--- config.mk ---
export PLATFORM = sky130hd
export DESIGN_NAME = hpc_playback_control
export DESIGN_NICKNAME = d
export VERILOG_FILES = /design/src/hpc_playback_control.v
export VERILOG_INCLUDE_DIRS = /design/src /design/src/src
export SDC_FILE = /design/constraint.sdc
export NUM_CORES = 1
export LEC_CHECK = 0
export BUFFER_PORTS_ARGS = -buffer_cell sky130_fd_sc_hd__buf_2
export CAP_MARGIN = 30
export CORE_MARGIN = 2
export CORE_UTILIZATION = 35
export DETAILED_ROUTE_END_ITERATION = 10
export PLACE_DENSITY = 0.61
export SETUP_SLACK_MARGIN = 0.05
export SYNTH_ARGS = -nofsm -noshare
export SYNTH_HDL_FRONTEND = slang
export SYNTH_SLANG_ARGS = --single-unit
--- constraint.sdc ---
create_clock -name i_core_clk -period 7.5 [get_ports i_core_clk]
set_input_delay 1.5 -clock i_core_clk [delete_from_list [all_inputs] [get_ports i_core_clk]]
set_output_delay 1.5 -clock i_core_clk [all_outputs]
set_load 0.01 [all_outputs]
--- src/hpc_map.vh ---
`ifndef HPC_MAP_VH
`define HPC_MAP_VH

// Register addresses.
`define HPC_ADDR_STATUS 8'h00
`define HPC_ADDR_MODE 8'h01
`define HPC_ADDR_SEQ_FIRST 8'h04
`define HPC_ADDR_SEQ_LAST 8'h0B
`define HPC_ADDR_TRIGGER 8'h0C
`define HPC_ADDR_STEADY 8'h16
`define HPC_ADDR_PEAK 8'h17
`define HPC_ADDR_ACT_TYPE 8'h1A
`define HPC_ADDR_PERIOD 8'h1B
`define HPC_ADDR_SENSE 8'h1C
`define HPC_ADDR_LOOP 8'h1D

// Field positions.
`define HPC_OC_BIT 0
`define HPC_TRIG_BIT 0
`define HPC_STANDBY_BIT 6
`define HPC_DEV_RESET_BIT 7
`define HPC_LRA_BIT 7
`define HPC_OL_LRA_BIT 0
`define HPC_OL_ERM_BIT 5

// Reset values.
`define HPC_MODE_RST 8'h40
`define HPC_STEADY_RST 8'h3F
`define HPC_PEAK_RST 8'h89
`define HPC_ACT_RST 8'h00
`define HPC_PERIOD_RST 8'h13
`define HPC_SENSE_RST 8'h05
`define HPC_LOOP_RST 8'h00

// Operating modes.
`define HPC_MODE_INTERNAL 3'h0
`define HPC_MODE_EXT_EDGE 3'h1
`define HPC_MODE_EXT_LEVEL 3'h2
`define HPC_MODE_PWM_ANALOG 3'h3
`define HPC_MODE_AUDIO 3'h4
`define HPC_MODE_REALTIME 3'h5
`define HPC_MODE_DIAG 3'h6
`define HPC_MODE_CAL 3'h7

// Timing, in nanoseconds.
`define HPC_CLK_PERIOD_NS 10
`define HPC_DRIVE_STEP_NS 100000
`define HPC_DECAY_STEP_NS 50000
`define HPC_BLANK_STEP_NS 25000
`define HPC_EFFECT_NS 100000000
`define HPC_PROCESS_NS 200000000

`endif

--- src/hpc_playback_control.v ---
// Function
// - Fire starts sequencer playback, or calibration or diagnostics in those modes.
// - Trigger bit stays set during playback; the device clears it at sequence end, on standby or on overcurrent.
// - Host clearing trigger bit during playback aborts the sequence at once.
// - In external edge mode a rising pin edge sets the trigger bit; in level mode the bit follows the pin.
// - Streaming modes assert fire without changing the readable trigger bit.
// - Linear actuator open loop toggles outputs at configured frequency regardless of load.
// - Regulator short shuts down; restart with all registers at defaults.
// - Output short during a process sets overcurrent flag and cuts current.
// - Output shorts are checked only during processes; idle shorts wait for next attempt.
// - Linear actuator drive period field seeds the resonance tracker half period.
// - Rotating mass drive period field sets back-EMF sampling interval.
// - Dissipation field sets current decay time before tristating outputs.
// - Blanking field sets settling time before back-EMF conversion.
// - Closed loop uses steady drive level as target.
// - Open loop ignores steady level and uses peak limit as full scale.
// - Overdrive and braking are bounded by peak limit, which beats steady level.
// - Linear actuator peak limit sets maximum peak output independent of timing.
// - Level trigger mode: bit follows pin, falling edge cancels sequence.
// - Standby stops playback at once, keeping registers and bus access.
`include "hpc_map.vh"

module hpc_playback_control #(
    parameter [31:0] DRIVE_STEP_CYCLES = `HPC_DRIVE_STEP_NS / `HPC_CLK_PERIOD_NS,
    parameter [31:0] DECAY_STEP_CYCLES = `HPC_DECAY_STEP_NS / `HPC_CLK_PERIOD_NS,
    parameter [31:0] BLANK_STEP_CYCLES = `HPC_BLANK_STEP_NS / `HPC_CLK_PERIOD_NS,
    parameter [31:0] EFFECT_CYCLES = `HPC_EFFECT_NS / `HPC_CLK_PERIOD_NS,
    parameter [31:0] PROCESS_CYCLES = `HPC_PROCESS_NS / `HPC_CLK_PERIOD_NS
) (
    input wire i_core_clk,
    input wire i_resetn,
    input wire i_reg_wr,
    input wire i_reg_rd,
    input wire [7:0] i_reg_addr,
    input wire [7:0] i_reg_wdata,
    input wire i_external_trigger_pin,
    input wire i_output_short,
    input wire i_regulator_short,
    input wire i_overdrive,
    input wire i_zero_cross_early,
    input wire i_zero_cross_late,
    output reg [7:0] o_reg_rdata,
    output reg [1:0] o_process_state,
    output reg [7:0] o_waveform_id,
    output reg o_drive_enable,
    output reg [7:0] o_drive_level,
    output reg o_out_hiz,
    output reg o_out_polarity,
    output reg o_bemf_convert,
    output reg [5:0] o_half_period,
    output reg o_overcurrent_flag,
    output reg o_shutdown
);
    localparam [1:0] ST_IDLE = 2'h0;
    localparam [1:0] ST_PLAY = 2'h1;
    localparam [1:0] ST_CAL = 2'h2;
    localparam [1:0] ST_DIAG = 2'h3;
    localparam [1:0] PH_DRIVE = 2'h0;
    localparam [1:0] PH_DECAY = 2'h1;
    localparam [1:0] PH_BLANK = 2'h2;
    localparam [2:0] SEQ_LAST = 3'h7;
    localparam [5:0] HALF_MAX = 6'h3F;

    reg [1:0] trig_sync;
    reg [1:0] short_sync;
    reg [1:0] regshort_sync;
    reg trig_prev;
    reg dev_reset_pend;
    reg [7:0] mode_reg;
    reg [7:0] steady_drive_level;
    reg [7:0] peak_limit_level;
    reg [7:0] act_type_reg;
    reg [7:0] period_reg;
    reg [7:0] sense_reg;
    reg [7:0] loop_reg;
    reg [7:0] seq_mem [0:7];
    reg playback_trigger;
    reg overcurrent_flag;
    reg [1:0] state;
    reg [2:0] seq_idx;
    reg [31:0] proc_timer;
    reg [1:0] phase;
    reg [31:0] ph_timer;
    reg [5:0] half_period;
    reg polarity;
    integer k;

    // Regulator short or the self-clearing reset bit restores every default.
    wire soft_rst = !i_resetn || regshort_sync[1] || dev_reset_pend;
    wire [2:0] mode = mode_reg[2:0];
    wire standby = mode_reg[`HPC_STANDBY_BIT];
    wire is_lra = act_type_reg[`HPC_LRA_BIT];
    wire open_loop = is_lra ? loop_reg[`HPC_OL_LRA_BIT] : loop_reg[`HPC_OL_ERM_BIT];
    wire streaming = (mode == `HPC_MODE_PWM_ANALOG) || (mode == `HPC_MODE_AUDIO) ||
        (mode == `HPC_MODE_REALTIME);
    wire fire = playback_trigger || streaming;
    wire active = state != ST_IDLE;
    wire [7:0] seq_off = i_reg_addr - `HPC_ADDR_SEQ_FIRST;
    wire seq_hit = (i_reg_addr >= `HPC_ADDR_SEQ_FIRST) && (i_reg_addr <= `HPC_ADDR_SEQ_LAST);
    wire host_trig_wr = i_reg_wr && (i_reg_addr == `HPC_ADDR_TRIGGER);
    wire [7:0] cur_id = seq_mem[seq_idx];
    wire oc_set = short_sync[1] && active;
    wire seq_done = (state == ST_PLAY) && !streaming &&
        ((cur_id == 8'h00) || ((proc_timer == 32'h0) && (seq_idx == SEQ_LAST)));
    wire proc_done = ((state == ST_CAL) || (state == ST_DIAG)) && (proc_timer == 32'h0);
    wire finish = seq_done || proc_done;
    // Peak limit wins over the steady level and bounds overdrive and braking.
    wire [7:0] closed_level = (i_overdrive || (steady_drive_level > peak_limit_level)) ?
        peak_limit_level : steady_drive_level;
    wire [7:0] drive_level = open_loop ? peak_limit_level : closed_level;
    wire [31:0] drive_load = half_period * DRIVE_STEP_CYCLES - 32'h1;
    wire [31:0] decay_load = {30'h0, sense_reg[1:0]} * DECAY_STEP_CYCLES + DECAY_STEP_CYCLES - 32'h1;
    wire [31:0] blank_load = {30'h0, sense_reg[3:2]} * BLANK_STEP_CYCLES + BLANK_STEP_CYCLES - 32'h1;

    always @(posedge i_core_clk) begin
        if (!i_resetn) begin
            trig_sync <= 2'h0;
            short_sync <= 2'h0;
            regshort_sync <= 2'h0;
        end else begin
            trig_sync <= {trig_sync[0], i_external_trigger_pin};
            short_sync <= {short_sync[0], i_output_short};
            regshort_sync <= {regshort_sync[0], i_regulator_short};
        end
    end

    // Register file.
    always @(posedge i_core_clk) begin
        if (soft_rst) begin
            dev_reset_pend <= 1'b0;
            mode_reg <= `HPC_MODE_RST;
            steady_drive_level <= `HPC_STEADY_RST;
            peak_limit_level <= `HPC_PEAK_RST;
            act_type_reg <= `HPC_ACT_RST;
            period_reg <= `HPC_PERIOD_RST;
            sense_reg <= `HPC_SENSE_RST;
            loop_reg <= `HPC_LOOP_RST;
            for (k = 0; k < 8; k = k + 1) begin
                seq_mem[k] <= 8'h00;
            end
        end else if (i_reg_wr) begin
            if (seq_hit) begin
                seq_mem[seq_off[2:0]] <= i_reg_wdata;
            end
            case (i_reg_addr)
                `HPC_ADDR_MODE: begin
                    mode_reg <= {1'b0, i_reg_wdata[6:0]};
                    dev_reset_pend <= i_reg_wdata[`HPC_DEV_RESET_BIT];
                end
                `HPC_ADDR_STEADY: steady_drive_level <= i_reg_wdata;
                `HPC_ADDR_PEAK: peak_limit_level <= i_reg_wdata;
                `HPC_ADDR_ACT_TYPE: act_type_reg <= i_reg_wdata;
                `HPC_ADDR_PERIOD: period_reg <= {3'h0, i_reg_wdata[4:0]};
                `HPC_ADDR_SENSE: sense_reg <= {4'h0, i_reg_wdata[3:0]};
                `HPC_ADDR_LOOP: loop_reg <= i_reg_wdata;
                default: ;
            endcase
        end
    end

    // Trigger bit; later assignments win, so a set beats a same-cycle clear.
    always @(posedge i_core_clk) begin
        if (soft_rst) begin
            playback_trigger <= 1'b0;
            trig_prev <= 1'b0;
        end else begin
            trig_prev <= trig_sync[1];
            if (mode == `HPC_MODE_EXT_LEVEL) begin
                playback_trigger <= trig_sync[1] && !standby;
            end else begin
                if (finish || standby || oc_set) begin
                    playback_trigger <= 1'b0;
                end
                if (host_trig_wr) begin
                    playback_trigger <= i_reg_wdata[`HPC_TRIG_BIT];
                end
                if ((mode == `HPC_MODE_EXT_EDGE) && trig_sync[1] && !trig_prev && !standby) begin
                    playback_trigger <= 1'b1;
                end
            end
        end
    end

    // Overcurrent flag holds while the short stays present.
    always @(posedge i_core_clk) begin
        if (soft_rst) begin
            overcurrent_flag <= 1'b0;
        end else begin
            overcurrent_flag <= short_sync[1] && (overcurrent_flag || active);
        end
    end

    // Process sequencing.
    always @(posedge i_core_clk) begin
        if (soft_rst) begin
            state <= ST_IDLE;
            seq_idx <= 3'h0;
            proc_timer <= 32'h0;
        end else if (active && (!fire || standby || overcurrent_flag || finish)) begin
            state <= ST_IDLE;
        end else begin
            case (state)
                ST_IDLE: begin
                    seq_idx <= 3'h0;
                    if (fire && !standby) begin
                        if (mode == `HPC_MODE_CAL) begin
                            state <= ST_CAL;
                            proc_timer <= PROCESS_CYCLES - 32'h1;
                        end else if (mode == `HPC_MODE_DIAG) begin
                            state <= ST_DIAG;
                            proc_timer <= PROCESS_CYCLES - 32'h1;
                        end else begin
                            state <= ST_PLAY;
                            proc_timer <= EFFECT_CYCLES - 32'h1;
                        end
                    end
                end
                ST_PLAY: begin
                    if (!streaming) begin
                        if (proc_timer == 32'h0) begin
                            seq_idx <= seq_idx + 3'h1;
                            proc_timer <= EFFECT_CYCLES - 32'h1;
                        end else begin
                            proc_timer <= proc_timer - 32'h1;
                        end
                    end
                end
                ST_CAL, ST_DIAG: proc_timer <= proc_timer - 32'h1;
                default: state <= ST_IDLE;
            endcase
        end
    end

    // Drive, decay and blanking cycle around each back-EMF sample.
    always @(posedge i_core_clk) begin
        if (soft_rst) begin
            phase <= PH_DRIVE;
            ph_timer <= 32'h0;
            half_period <= 6'h01;
            polarity <= 1'b0;
            o_bemf_convert <= 1'b0;
        end else if (!active) begin
            phase <= PH_DRIVE;
            half_period <= period_reg[5:0] + 6'h01;
            ph_timer <= {26'h0, period_reg[5:0] + 6'h01} * DRIVE_STEP_CYCLES - 32'h1;
            polarity <= 1'b0;
            o_bemf_convert <= 1'b0;
        end else begin
            o_bemf_convert <= 1'b0;
            if (ph_timer != 32'h0) begin
                ph_timer <= ph_timer - 32'h1;
            end else begin
                case (phase)
                    PH_DRIVE: begin
                        if (open_loop) begin
                            polarity <= polarity ^ is_lra;
                            ph_timer <= drive_load;
                        end else begin
                            phase <= PH_DECAY;
                            ph_timer <= decay_load;
                        end
                    end
                    PH_DECAY: begin
                        phase <= PH_BLANK;
                        ph_timer <= blank_load;
                    end
                    default: begin
                        phase <= PH_DRIVE;
                        o_bemf_convert <= 1'b1;
                        polarity <= polarity ^ is_lra;
                        if (is_lra && i_zero_cross_early && (half_period > 6'h01)) begin
                            half_period <= half_period - 6'h01;
                            ph_timer <= drive_load - DRIVE_STEP_CYCLES;
                        end else if (is_lra && i_zero_cross_late && (half_period < HALF_MAX)) begin
                            half_period <= half_period + 6'h01;
                            ph_timer <= drive_load + DRIVE_STEP_CYCLES;
                        end else begin
                            ph_timer <= drive_load;
                        end
                    end
                endcase
            end
        end
    end

    // Registered outputs.
    always @(posedge i_core_clk) begin
        if (soft_rst) begin
            o_reg_rdata <= 8'h00;
            o_process_state <= ST_IDLE;
            o_waveform_id <= 8'h00;
            o_drive_enable <= 1'b0;
            o_drive_level <= 8'h00;
            o_out_hiz <= 1'b1;
            o_out_polarity <= 1'b0;
            o_half_period <= 6'h01;
            o_overcurrent_flag <= 1'b0;
            o_shutdown <= 1'b1;
        end else begin
            o_process_state <= state;
            o_waveform_id <= ((state == ST_PLAY) && !streaming) ? cur_id : 8'h00;
            o_drive_enable <= active && !overcurrent_flag && !standby;
            o_drive_level <= (active && !overcurrent_flag && (phase == PH_DRIVE)) ? drive_level : 8'h00;
            o_out_hiz <= !active || (phase == PH_BLANK);
            o_out_polarity <= polarity;
            o_half_period <= half_period;
            o_overcurrent_flag <= overcurrent_flag;
            o_shutdown <= overcurrent_flag || standby;
            if (i_reg_rd) begin
                if (seq_hit) begin
                    o_reg_rdata <= seq_mem[seq_off[2:0]];
                end else begin
                    case (i_reg_addr)
                        `HPC_ADDR_STATUS: o_reg_rdata <= {7'h00, overcurrent_flag};
                        `HPC_ADDR_MODE: o_reg_rdata <= mode_reg;
                        `HPC_ADDR_TRIGGER: o_reg_rdata <= {7'h00, playback_trigger};
                        `HPC_ADDR_STEADY: o_reg_rdata <= steady_drive_level;
                        `HPC_ADDR_PEAK: o_reg_rdata <= peak_limit_level;
                        `HPC_ADDR_ACT_TYPE: o_reg_rdata <= act_type_reg;
                        `HPC_ADDR_PERIOD: o_reg_rdata <= period_reg;
                        `HPC_ADDR_SENSE: o_reg_rdata <= sense_reg;
                        `HPC_ADDR_LOOP: o_reg_rdata <= loop_reg;
                        default: o_reg_rdata <= 8'h00;
                    endcase
                end
            end
        end
    end
endmodule // hpc_playback_control

* Yosys cells after proc, flatten, opt, wreduce, memory -nomap -nowiden
Memories as Yosys holds them, arrays and structs flattened. A register that Yosys moved wholly into a read port is not among the register bits.
Index checks and enable logic that the tools add are counted.
** Word-level totals
- Register bits :: 174
- Output and inout bits :: 38
- RAM bits :: 64
- Memories :: 1
- Bits of input ports :: 26
** Memories
- seq_mem :: words 8, width 8, rd ports 2, clocked after memory_dff 1, wr ports 8, RTL line hpc_playback_control.v:76 : reg [7:0] seq_mem [0:7];
** Cells by class
- Mux-type cells :: 47
- Equality and inequality tests :: 29
- Reduce and logical (&&, ||, !) cells :: 75
- Add/subtract/negate cells :: 15
- Multiply operators :: 4
- Bitwise gates (word level) :: 7
- Order comparisons :: 5
** Operator list (count)
- $mux W32 :: 8
- $pmux W32 S3 :: 1
- $pmux W8 S9 :: 1
- $pmux W32 S2 :: 1
- $sub A32 B1 Y32 const B :: 2
- $mux W25 :: 2
- $eq A8 B5 Y1 const B :: 6
- $sub A20 B1 Y21 const B :: 2
- $logic_not A32 Y1 :: 1
- $mul A6 B10 Y16 const B :: 2
- $mux W8 :: 4
- $reduce_bool A32 Y1 :: 1
- $mux W6 :: 5
- $mul A2 B10 Y12 const B :: 2
- $add A21 B15 Y22 const B :: 1
- $sub A21 B15 Y22 const B :: 1
- $logic_and A1 B1 Y1 :: 21
- $reduce_and A2 Y1 :: 9
- $logic_or A1 B1 Y1 :: 17
- $sub A16 B1 Y17 const B :: 1
- $add A15 B13 Y16 const B :: 1
- $logic_not A8 Y1 :: 2
- $sub A15 B1 Y16 const B :: 1
- $add A14 B12 Y15 const B :: 1
- other kinds (36) :: 89

* Logic depth before layout (Yosys ltp)
Gate-level depths: netlist of the first run.
- Word-level depth :: 13
- Mapped depth :: 20
- Depth with buffers taken out :: 19

* Least setup slack after synthesis of the first run
OpenSTA, ideal clock, no wires.
- Path type :: reg2reg
- From :: register half_period[2]
- To :: register ph_timer[30]
- Cell stages (with the launch flop) :: 19
- Slack :: 2509 ps
- Data arrival time :: 4867 ps
- Setup time :: 124 ps
- Cells stage by stage :: dfxtp_1 -> buf_1 -> inv_1 -> fa_1 -> fa_1 -> inv_1 -> ha_1 -> inv_1 -> fa_1 -> nand2b_1 -> a21o_1 -> a211oi_2 -> and4_1 -> nand2_1 -> or4_4 -> a211oi_2 -> o21ai_2 -> a41oi_4 -> nand2_1
** Between the ends
- Longest elaborated chain between the ends :: 8
** RTL lines
- start: declaration :: RTL line hpc_playback_control.v:84 : reg [5:0] half_period;
- start signal: assignment :: RTL line hpc_playback_control.v:244 : half_period <= period_reg[5:0] + 6'h01;
- start signal: assignment :: RTL line hpc_playback_control.v:272 : half_period <= half_period - 6'h01;
- start signal: assignment :: RTL line hpc_playback_control.v:275 : half_period <= half_period + 6'h01;
- $mul A6 B10 Y16 :: RTL line hpc_playback_control.v:111 : wire [31:0] drive_load = half_period * DRIVE_STEP_CYCLES - 32'h1;
- $sub A20 B1 Y21 :: RTL line hpc_playback_control.v:111
- $add A21 B15 Y22 :: RTL line hpc_playback_control.v:276 : ph_timer <= drive_load + DRIVE_STEP_CYCLES;
- $mux W32 :: RTL line hpc_playback_control.v:274 : end else if (is_lra && i_zero_cross_late && (half_period < HALF_MAX)) begin
- $mux W32 :: RTL line hpc_playback_control.v:271 : if (is_lra && i_zero_cross_early && (half_period > 6'h01)) begin
- $pmux W32 S2 * :: RTL line hpc_playback_control.v:253 : case (phase)
- $mux W32 * :: RTL line hpc_playback_control.v:250 : if (ph_timer != 32'h0) begin
- $mux W32 * :: RTL line hpc_playback_control.v:242 : end else if (!active) begin
- end signal: assignment :: RTL line hpc_playback_control.v:245 : ph_timer <= {26'h0, period_reg[5:0] + 6'h01} * DRIVE_STEP_CYCLES - 32'h1;
- end signal: assignment :: RTL line hpc_playback_control.v:251 : ph_timer <= ph_timer - 32'h1;
- end signal: assignment :: RTL line hpc_playback_control.v:273 : ph_timer <= drive_load - DRIVE_STEP_CYCLES;
- end: declaration :: RTL line hpc_playback_control.v:83 : reg [31:0] ph_timer;
Every way passes the cells marked *; elsewhere a longest branch is shown, timed or not.
A chain may end at the register's enable or synchronous reset.

* Final worst setup path of the first run
- From :: register period_reg[0]
- To :: register ph_timer[21]
** Between the ends
- Longest elaborated chain between the ends :: 4
** RTL lines
- start: declaration :: RTL line hpc_playback_control.v:73 : reg [7:0] period_reg;
- start signal: assignment :: RTL line hpc_playback_control.v:135 : period_reg <= `HPC_PERIOD_RST;
- start signal: assignment :: RTL line hpc_playback_control.v:153 : `HPC_ADDR_PERIOD: period_reg <= {3'h0, i_reg_wdata[4:0]};
- $add A5 B1 Y6 :: RTL line hpc_playback_control.v:245
- $mul A6 B10 Y16 :: RTL line hpc_playback_control.v:245
- $sub A20 B1 Y21 :: RTL line hpc_playback_control.v:245
- $mux W32 :: RTL line hpc_playback_control.v:242
- end signal: assignment :: RTL line hpc_playback_control.v:245
- end signal: assignment :: RTL line hpc_playback_control.v:251
- end signal: assignment :: RTL line hpc_playback_control.v:257 : ph_timer <= drive_load;
No other way between the ends.

==> flow_metrics.env, run 1 <==
export IMPL_outcome="finished clean"
export IMPL_syn_area_um2=15100
export IMPL_nets=1861
export IMPL_grt_pass1_vias=12399
export IMPL_timing_fmax_mhz=175
export IMPL_cts_resized=0
export IMPL_cts_setup_buffers=0
export IMPL_critPathArrivalTime_ns=6.20
export IMPL_synth_avg_cell_area_um2=8.82
export IMPL_worstMarginPinSlew_ns=0.942
export IMPL_reg2reg_from="period_reg[0]$_SDFFE_PP1P_"
export IMPL_crit_type="reg -> reg"
export IMPL_grt_max_degree=66
export IMPL_synth_top_cell_area_share=0.234
export IMPL_skew_ns=0.0116
export IMPL_grt_overflow=0
export IMPL_chipHeight_um=212
export IMPL_hpwlAfterDp_mm=30.3
export IMPL_grt_pass1_wl_mm=67.9
export IMPL_port_buffers=63
export IMPL_clk_latency_ns=0.56
export IMPL_largest_reg_flops=64
export IMPL_hp_class="reg -> reg"
export IMPL_final_cell_mix="dfxtp_1 (177), nand2_1 (173), nor2_1 (161)"
export IMPL_cellPowerDensity_nw_per_um2=179
export IMPL_ios=64
export IMPL_cts_max_level=1
export IMPL_ant_nets=0
export IMPL_drt_iter0_drc=974
export IMPL_gp_congestion=0.902
export IMPL_holdWs_ns=0.444
export IMPL_die_area_um2=44900
export IMPL_tns_ns=0
export IMPL_root_buffer="clkbuf_16"
export IMPL_die_width_um=212
export IMPL_max_flop_register="seq_mem"
export IMPL_report_final_hold_viol_count=0
export IMPL_slowest_delay_ns=0.61
export IMPL_drt_wl_total_mm=42.3
export IMPL_ys_seq_elements=241
export IMPL_initial_utilization=0.353
export IMPL_cts_hold_buf=0
export IMPL_cts_buffers=27
export IMPL_synth_distinct_cells=86
export IMPL_cts_path_max_buffers=3
export IMPL_area_delta_synth_final_pct=12.0
export IMPL_endpoint="ph_timer[21]$_SDFF_PP0_"
export IMPL_antenna_found_initial=0
export IMPL_rr_worst_depth=17
export IMPL_finalMaxSlewViolations=0
export IMPL_synthArstFlopShare=0
export IMPL_critPathMaxFanout=11
export IMPL_startpoint_type="register"
export IMPL_r2r_end="ph_timer[21]$_SDFF_PP0_"
export IMPL_regToRegSetupSlack_ns=1.79
export IMPL_p_leak_nw=6.58
export IMPL_antenna_cells=0
export IMPL_synth_cells=1714
export IMPL_final_period_utilization=0.762
export IMPL_drive_gt1_frac=0.117
export IMPL_yosysWarnings=0
export IMPL_ir_worst_vdd_mv=0.173
export IMPL_synth_ff_type="dfxtp_1"
export IMPL_clock_sinks=241
export IMPL_cp_end_kind="register"
export IMPL_num_rows=76
export IMPL_path_cells="ha_1 -> nand3_1 -> xnor2_1 -> inv_1 -> fa_1 -> fa_1 -> inv_1 -> ha_1 -> ha_1 -> a21oi_1 -> o21ba_2 -> o311ai_0 -> or3_1 -> nand3b_1 -> nor4b_1 -> o21ai_0 -> a21oi_1"
export IMPL_maxCapViolations=0
export IMPL_setup_viol_count_final=0
export IMPL_rsz0062_at_grt="no"
export IMPL_crit_start="period_reg[0]$_SDFFE_PP1P_"
export IMPL_yosysTopAreaCell="dfxtp_1"
export IMPL_drc_errors=0
export IMPL_core_area_um2=42900
export IMPL_yosys_top_cells_area="dfxtp_1 (23%), edfxtp_1 (13%), ha_1 (6.8%)"
export IMPL_via_per_inst=5.49
export IMPL_track_usage=0.189
export IMPL_final_common_cell="dfxtp_1"
export IMPL_tritoncts="built"
export IMPL_finalCriticalPeriod_ns=5.71
export IMPL_maxSlewHeadroom=0.367
export IMPL_cp_required_ns=7.99
export IMPL_top_regs="seq_mem: 64 flops, ph_timer: 32 flops, proc_timer: 32 flops"
export IMPL_drtPass1Iterations=7
export IMPL_cp_common_cell="ha_1"
export IMPL_routedWlPerCell_um=18.0
export IMPL_clkTransAtPathRegs_ns=0.06
export IMPL_synth_nets=1835
export IMPL_ys_seq_area_frac=0.361
export IMPL_vias=12891
export IMPL_hold_path_cell_count=1
export IMPL_slowest_stage="nor4b_1"
export IMPL_synth_edf_count=64
routing by layer:
layer,GRT usage,routed length (µm),vias up
met5,0,0,-
met4,0.0590,1070,0
met3,0.0206,2330,69
met2,0.314,20100,398
met1,0.257,18900,6197
li1,-,-,6227
logic make-up after synthesis:
group | Yosys count | synth area share
buf+inv | 160 | 0.0410
fa+ha+maj | 95 | 0.0850
compound gates | 357 | 0.155
mux | 63 | 0.0685
simple gates | 686 | 0.222
flops | 241 | 0.361
xor+xnor | 112 | 0.0666
cell usage after synthesis (all sizes together) (4+ instances only):
cell / number
dfxtp: 177
nand2: 174
nor2: 163
a21oi: 113
nand3: 83
o21ai: 83
ha: 82
and2: 75
inv: 71
clkbuf: 70
xnor2: 67
edfxtp: 64
nor3: 50
xor2: 45
mux4: 32
nor4: 30
a211oi: 29
mux2i: 27
nand2b: 22
buf: 18
nand4: 16
a31oi: 15
and3: 14
fa: 13
or2: 13
a21o: 11
o211ai: 11
or4: 9
a311oi: 8
o22ai: 8
a221oi: 7
a222oi: 7
nor2b: 7
o311ai: 7
nand3b: 6
o221ai: 6
a2111oi: 5
a22oi: 5
and4: 5
nor4b: 5
o21a: 5
or3: 5
a211o: 4
mux2: 4
metrics by stage:
step | cell area [µm²] | cells | util | total power, mW | worst slack [ns]
6_report | 16900 | 2346 | 0.395 | 3.04 | 1.79
3_5_place_dp | 16000 | 2296 | 0.373 | 1.69 | 1.84
3_3_place_gp | 16000 | 2293 | 0.373 | 1.68 | 1.98
5_1_grt | 16900 | 2346 | 0.395 | 3.13 | 1.35
4_1_cts | 16900 | 2346 | 0.395 | 3.05 | 1.81
2_1_floorplan | 15100 | 1714 | - | 1.60 | 2.51
final cells by class:
class	count	area, µm²
Tap cell	585	732
Fill cell	4319	25900
Timing Repair Buffer	85	482
Multi-Input combinational cell	1313	9060
Clock buffer	37	838
Clock inverter	13	93.8
Sequential cell	241	5470
Inverter	72	270
report_power, final:
| group | leakage (nW) | internal [mW] | switching (mW) |
|---|---|---|---|
| sequential | 2.13 | 1.36 | 0.0177 |
| combinational | 3.99 | 0.102 | 0.186 |
| clock | 0.451 | 0.790 | 0.583 |
worst max-delay path, delay by kind of cell, from the launching register on:
kind | cells | cell delay, ns
fa+ha+maj | 5 | 1.96
simple gates | 4 | 1.38
compound gates | 5 | 1.01
flops | 1 | 0.59
xor+xnor | 1 | 0.48
buf+inv | 2 | 0.20
how the worst min path moves through the flow:
stage	from	endpoint	slack (ns)
finish	short_sync[0]$_SDFF_PN0_	short_sync[1]$_SDFF_PN0_	0.44
global route	short_sync[0]$_SDFF_PN0_	short_sync[1]$_SDFF_PN0_	0.46
CTS	short_sync[0]$_SDFF_PN0_	short_sync[1]$_SDFF_PN0_	0.45
detailed placement	short_sync[0]$_SDFF_PN0_	short_sync[1]$_SDFF_PN0_	0.43
global placement	regshort_sync[0]$_SDFF_PN0_	regshort_sync[1]$_SDFF_PN0_	0.43
floorplan	regshort_sync[0]$_SDFF_PN0_	regshort_sync[1]$_SDFF_PN0_	0.41
(Power assumes the default switching activity.)
==> run 2: changes to the inputs <==
==> constraint.sdc (replaced) <==
create_clock -name i_core_clk -period 5.8 [get_ports i_core_clk]
set_input_delay 1.16 -clock i_core_clk [delete_from_list [all_inputs] [get_ports i_core_clk]]
set_output_delay 1.16 -clock i_core_clk [all_outputs]
set_load 0.01 [all_outputs]
==> flow_metrics.env, run 2 (synthesized netlist as in run 1, its figures left out) <==
export IMPL_ant_nets=0
export IMPL_min_to="short_sync[1]$_SDFF_PN0_"
export IMPL_via_per_inst=5.51
export IMPL_critPathMaxFanout=9
export IMPL_num_rows=76
export IMPL_cp_required_ns=6.24
export IMPL_min_from="short_sync[0]$_SDFF_PN0_"
export IMPL_drive_gt1_frac=0.118
export IMPL_port_buffers=63
export IMPL_die_area_um2=44900
export IMPL_pwr_share_seq=0.447
export IMPL_ios=64
export IMPL_clockPowerShare=0.456
export IMPL_initial_utilization=0.353
export IMPL_internal_power_mw=2.96
export IMPL_rr_worst_depth=19
export IMPL_clk_latency_ns=0.57
export IMPL_design_power_total_mw=3.96
export IMPL_reg2reg_from="half_period[1]$_SDFFE_PP0P_"
export IMPL_drc_errors=0
export IMPL_chipHeight_um=212
export IMPL_hold_path_cell_count=1
export IMPL_track_usage=0.188
export IMPL_worstMarginPinSlew_ns=0.889
export IMPL_nets=1870
export IMPL_drt_iter0_drc=1022
export IMPL_power_switching_mw=1.00
export IMPL_grt_pass1_wl_mm=67.4
export IMPL_clkTransAtPathRegs_ns=0.06
export IMPL_rsz0062_at_grt="no"
export IMPL_skew_ns=0.00925
export IMPL_final_common_cell="dfxtp_1"
export IMPL_holdWs_ns=0.428
export IMPL_routedWlPerCell_um=18.1
export IMPL_final_period_utilization=0.903
export IMPL_hpwlAfterDp_mm=30.7
export IMPL_report_final_hold_viol_count=0
export IMPL_finalCriticalPeriod_ns=5.24
export IMPL_crit_type="reg -> reg"
export IMPL_maxCapViolations=0
export IMPL_antenna_found_initial=0
export IMPL_area_delta_synth_final_pct=12.4
export IMPL_critPathArrivalTime_ns=5.68
export IMPL_vias=12964
export IMPL_hp_class="reg -> reg"
export IMPL_largest_reg_flops=64
export IMPL_clock_sinks=241
export IMPL_finalMaxSlewViolations=0
export IMPL_antenna_cells=0
export IMPL_cts_buffers=27
export IMPL_cp_end_kind="register"
export IMPL_gp_congestion=0.877
export IMPL_drt_wl_total_mm=42.6
export IMPL_p_comb_frac=0.096
export IMPL_final_cell_mix="dfxtp_1 (177), nand2_1 (173), nor2_1 (161)"
export IMPL_swShare=0.253
export IMPL_ir_worst_vdd_mv=0.250
export IMPL_regToRegSetupSlack_ns=0.56
export IMPL_drtPass1Iterations=5
export IMPL_max_flop_register="seq_mem"
export IMPL_grt_max_degree=56
export IMPL_top_regs="seq_mem: 64 flops, ph_timer: 32 flops, proc_timer: 32 flops"
export IMPL_tns_ns=0
export IMPL_tritoncts="built"
export IMPL_setup_viol_count_final=0
export IMPL_die_width_um=212
export IMPL_grt_pass1_vias=12346
export IMPL_core_area_um2=42900
export IMPL_cellPowerDensity_nw_per_um2=233
export IMPL_root_buffer="clkbuf_16"
export IMPL_r2r_end="ph_timer[24]$_SDFF_PP0_"
export IMPL_cts_max_level=1
export IMPL_timing_fmax_mhz=191
export IMPL_startpoint_type="register"
export IMPL_cts_path_max_buffers=3
export IMPL_grt_overflow=0
export IMPL_outcome="finished clean"
export IMPL_p_leak_nw=6.62
export IMPL_maxSlewHeadroom=0.403
run 2: cell count changes in the layout (fill, tap and decap cells not counted), moves of 2 or more:
cell        change
buf_4          +10
bufinv_16       +4
clkbuf_1        +2
clkbuf_16       -4
clkinv_1        +4
clkinvlp_4      -3
inv_6           -3
run 2: critical path, cell delays in order (launching register included):
cell and delay, ns:
dfxtp_1 0.38, inv_1 0.18, ha_1 0.47, ha_1 0.19, inv_1 0.05, fa_1 0.45, inv_1 0.07, ha_1 0.17
inv_1 0.06, fa_1 0.41, nand2b_1 0.23, a21o_1 0.19, a211oi_2 0.46, and4_1 0.29, nand2_1 0.08, or4_4 0.55
a211oi_2 0.33, o21ai_2 0.12, a41oi_4 0.35, nand2_1 0.09
run 2: metal layers:
metal | track usage | wire length, µm
met1 | 0.252 | 18700
met2 | 0.317 | 20100
met3 | 0.0218 | 2720
met4 | 0.0542 | 1050
met5 | 0 | 0
run 2: stage by stage:
stage | cells | instance area [µm²] | utilization | setup slack, ns
6_report | 2354 | 17000 | 0.397 | 0.563
5_1_grt | 2354 | 17000 | 0.397 | 0.176
4_1_cts | 2353 | 17000 | 0.396 | 0.409
3_5_place_dp | 2304 | 16100 | 0.375 | 0.420
3_3_place_gp | 2302 | 16100 | 0.374 | 0.643
2_1_floorplan | 1714 | 15100 | - | 0.809
run 2: area by class of cell:
class | count | area, µm²
Clock buffer | 34 | 732
Clock inverter | 15 | 191
Fill cell | 4257 | 25900
Inverter | 72 | 270
Multi-Input combinational cell | 1313 | 9070
Sequential cell | 241 | 5470
Tap cell | 585 | 732
Timing Repair Buffer | 94 | 548
run 2: power groups by stage:
stage          sequential [mW]  combinational [mW]  clock, mW
3_5_place_dp              1.81               0.375          0
3_3_place_gp              1.81               0.370          0
2_1_floorplan             1.81               0.264          0
5_1_grt                   1.77               0.413       1.90
6_report                  1.77               0.382       1.81
4_1_cts                   1.77               0.377       1.84
run 2: worst max path at each step:
| stage | startpoint | to | slack, ns | depth (start not counted) |
|---|---|---|---|---|
| global placement | period_reg[1]$_SDFFE_PP1P_ | ph_timer[19]$_SDFF_PP0_ | 0.64 | 18 |
| detailed placement | period_reg[1]$_SDFFE_PP1P_ | ph_timer[19]$_SDFF_PP0_ | 0.42 | 18 |
| floorplan | half_period[2]$_SDFFE_PP0P_ | ph_timer[30]$_SDFF_PP0_ | 0.81 | 18 |
| global route | period_reg[2]$_SDFFE_PP0P_ | ph_timer[26]$_SDFF_PP0_ | 0.18 | 18 |
| CTS | period_reg[1]$_SDFFE_PP1P_ | ph_timer[19]$_SDFF_PP0_ | 0.41 | 18 |
| finish | half_period[1]$_SDFFE_PP0P_ | ph_timer[24]$_SDFF_PP0_ | 0.56 | 19 |
run 2: timing repair:
| item | CTS | global route |
|---|---|---|
| endpoints found under the setup margin | 0 | 8 |
| setup buffers | 0 | 0 |
| endpoints found under the hold margin | 0 | 0 |
| hold buffers | 0 | 0 |
| resized for setup | 0 | 1 |
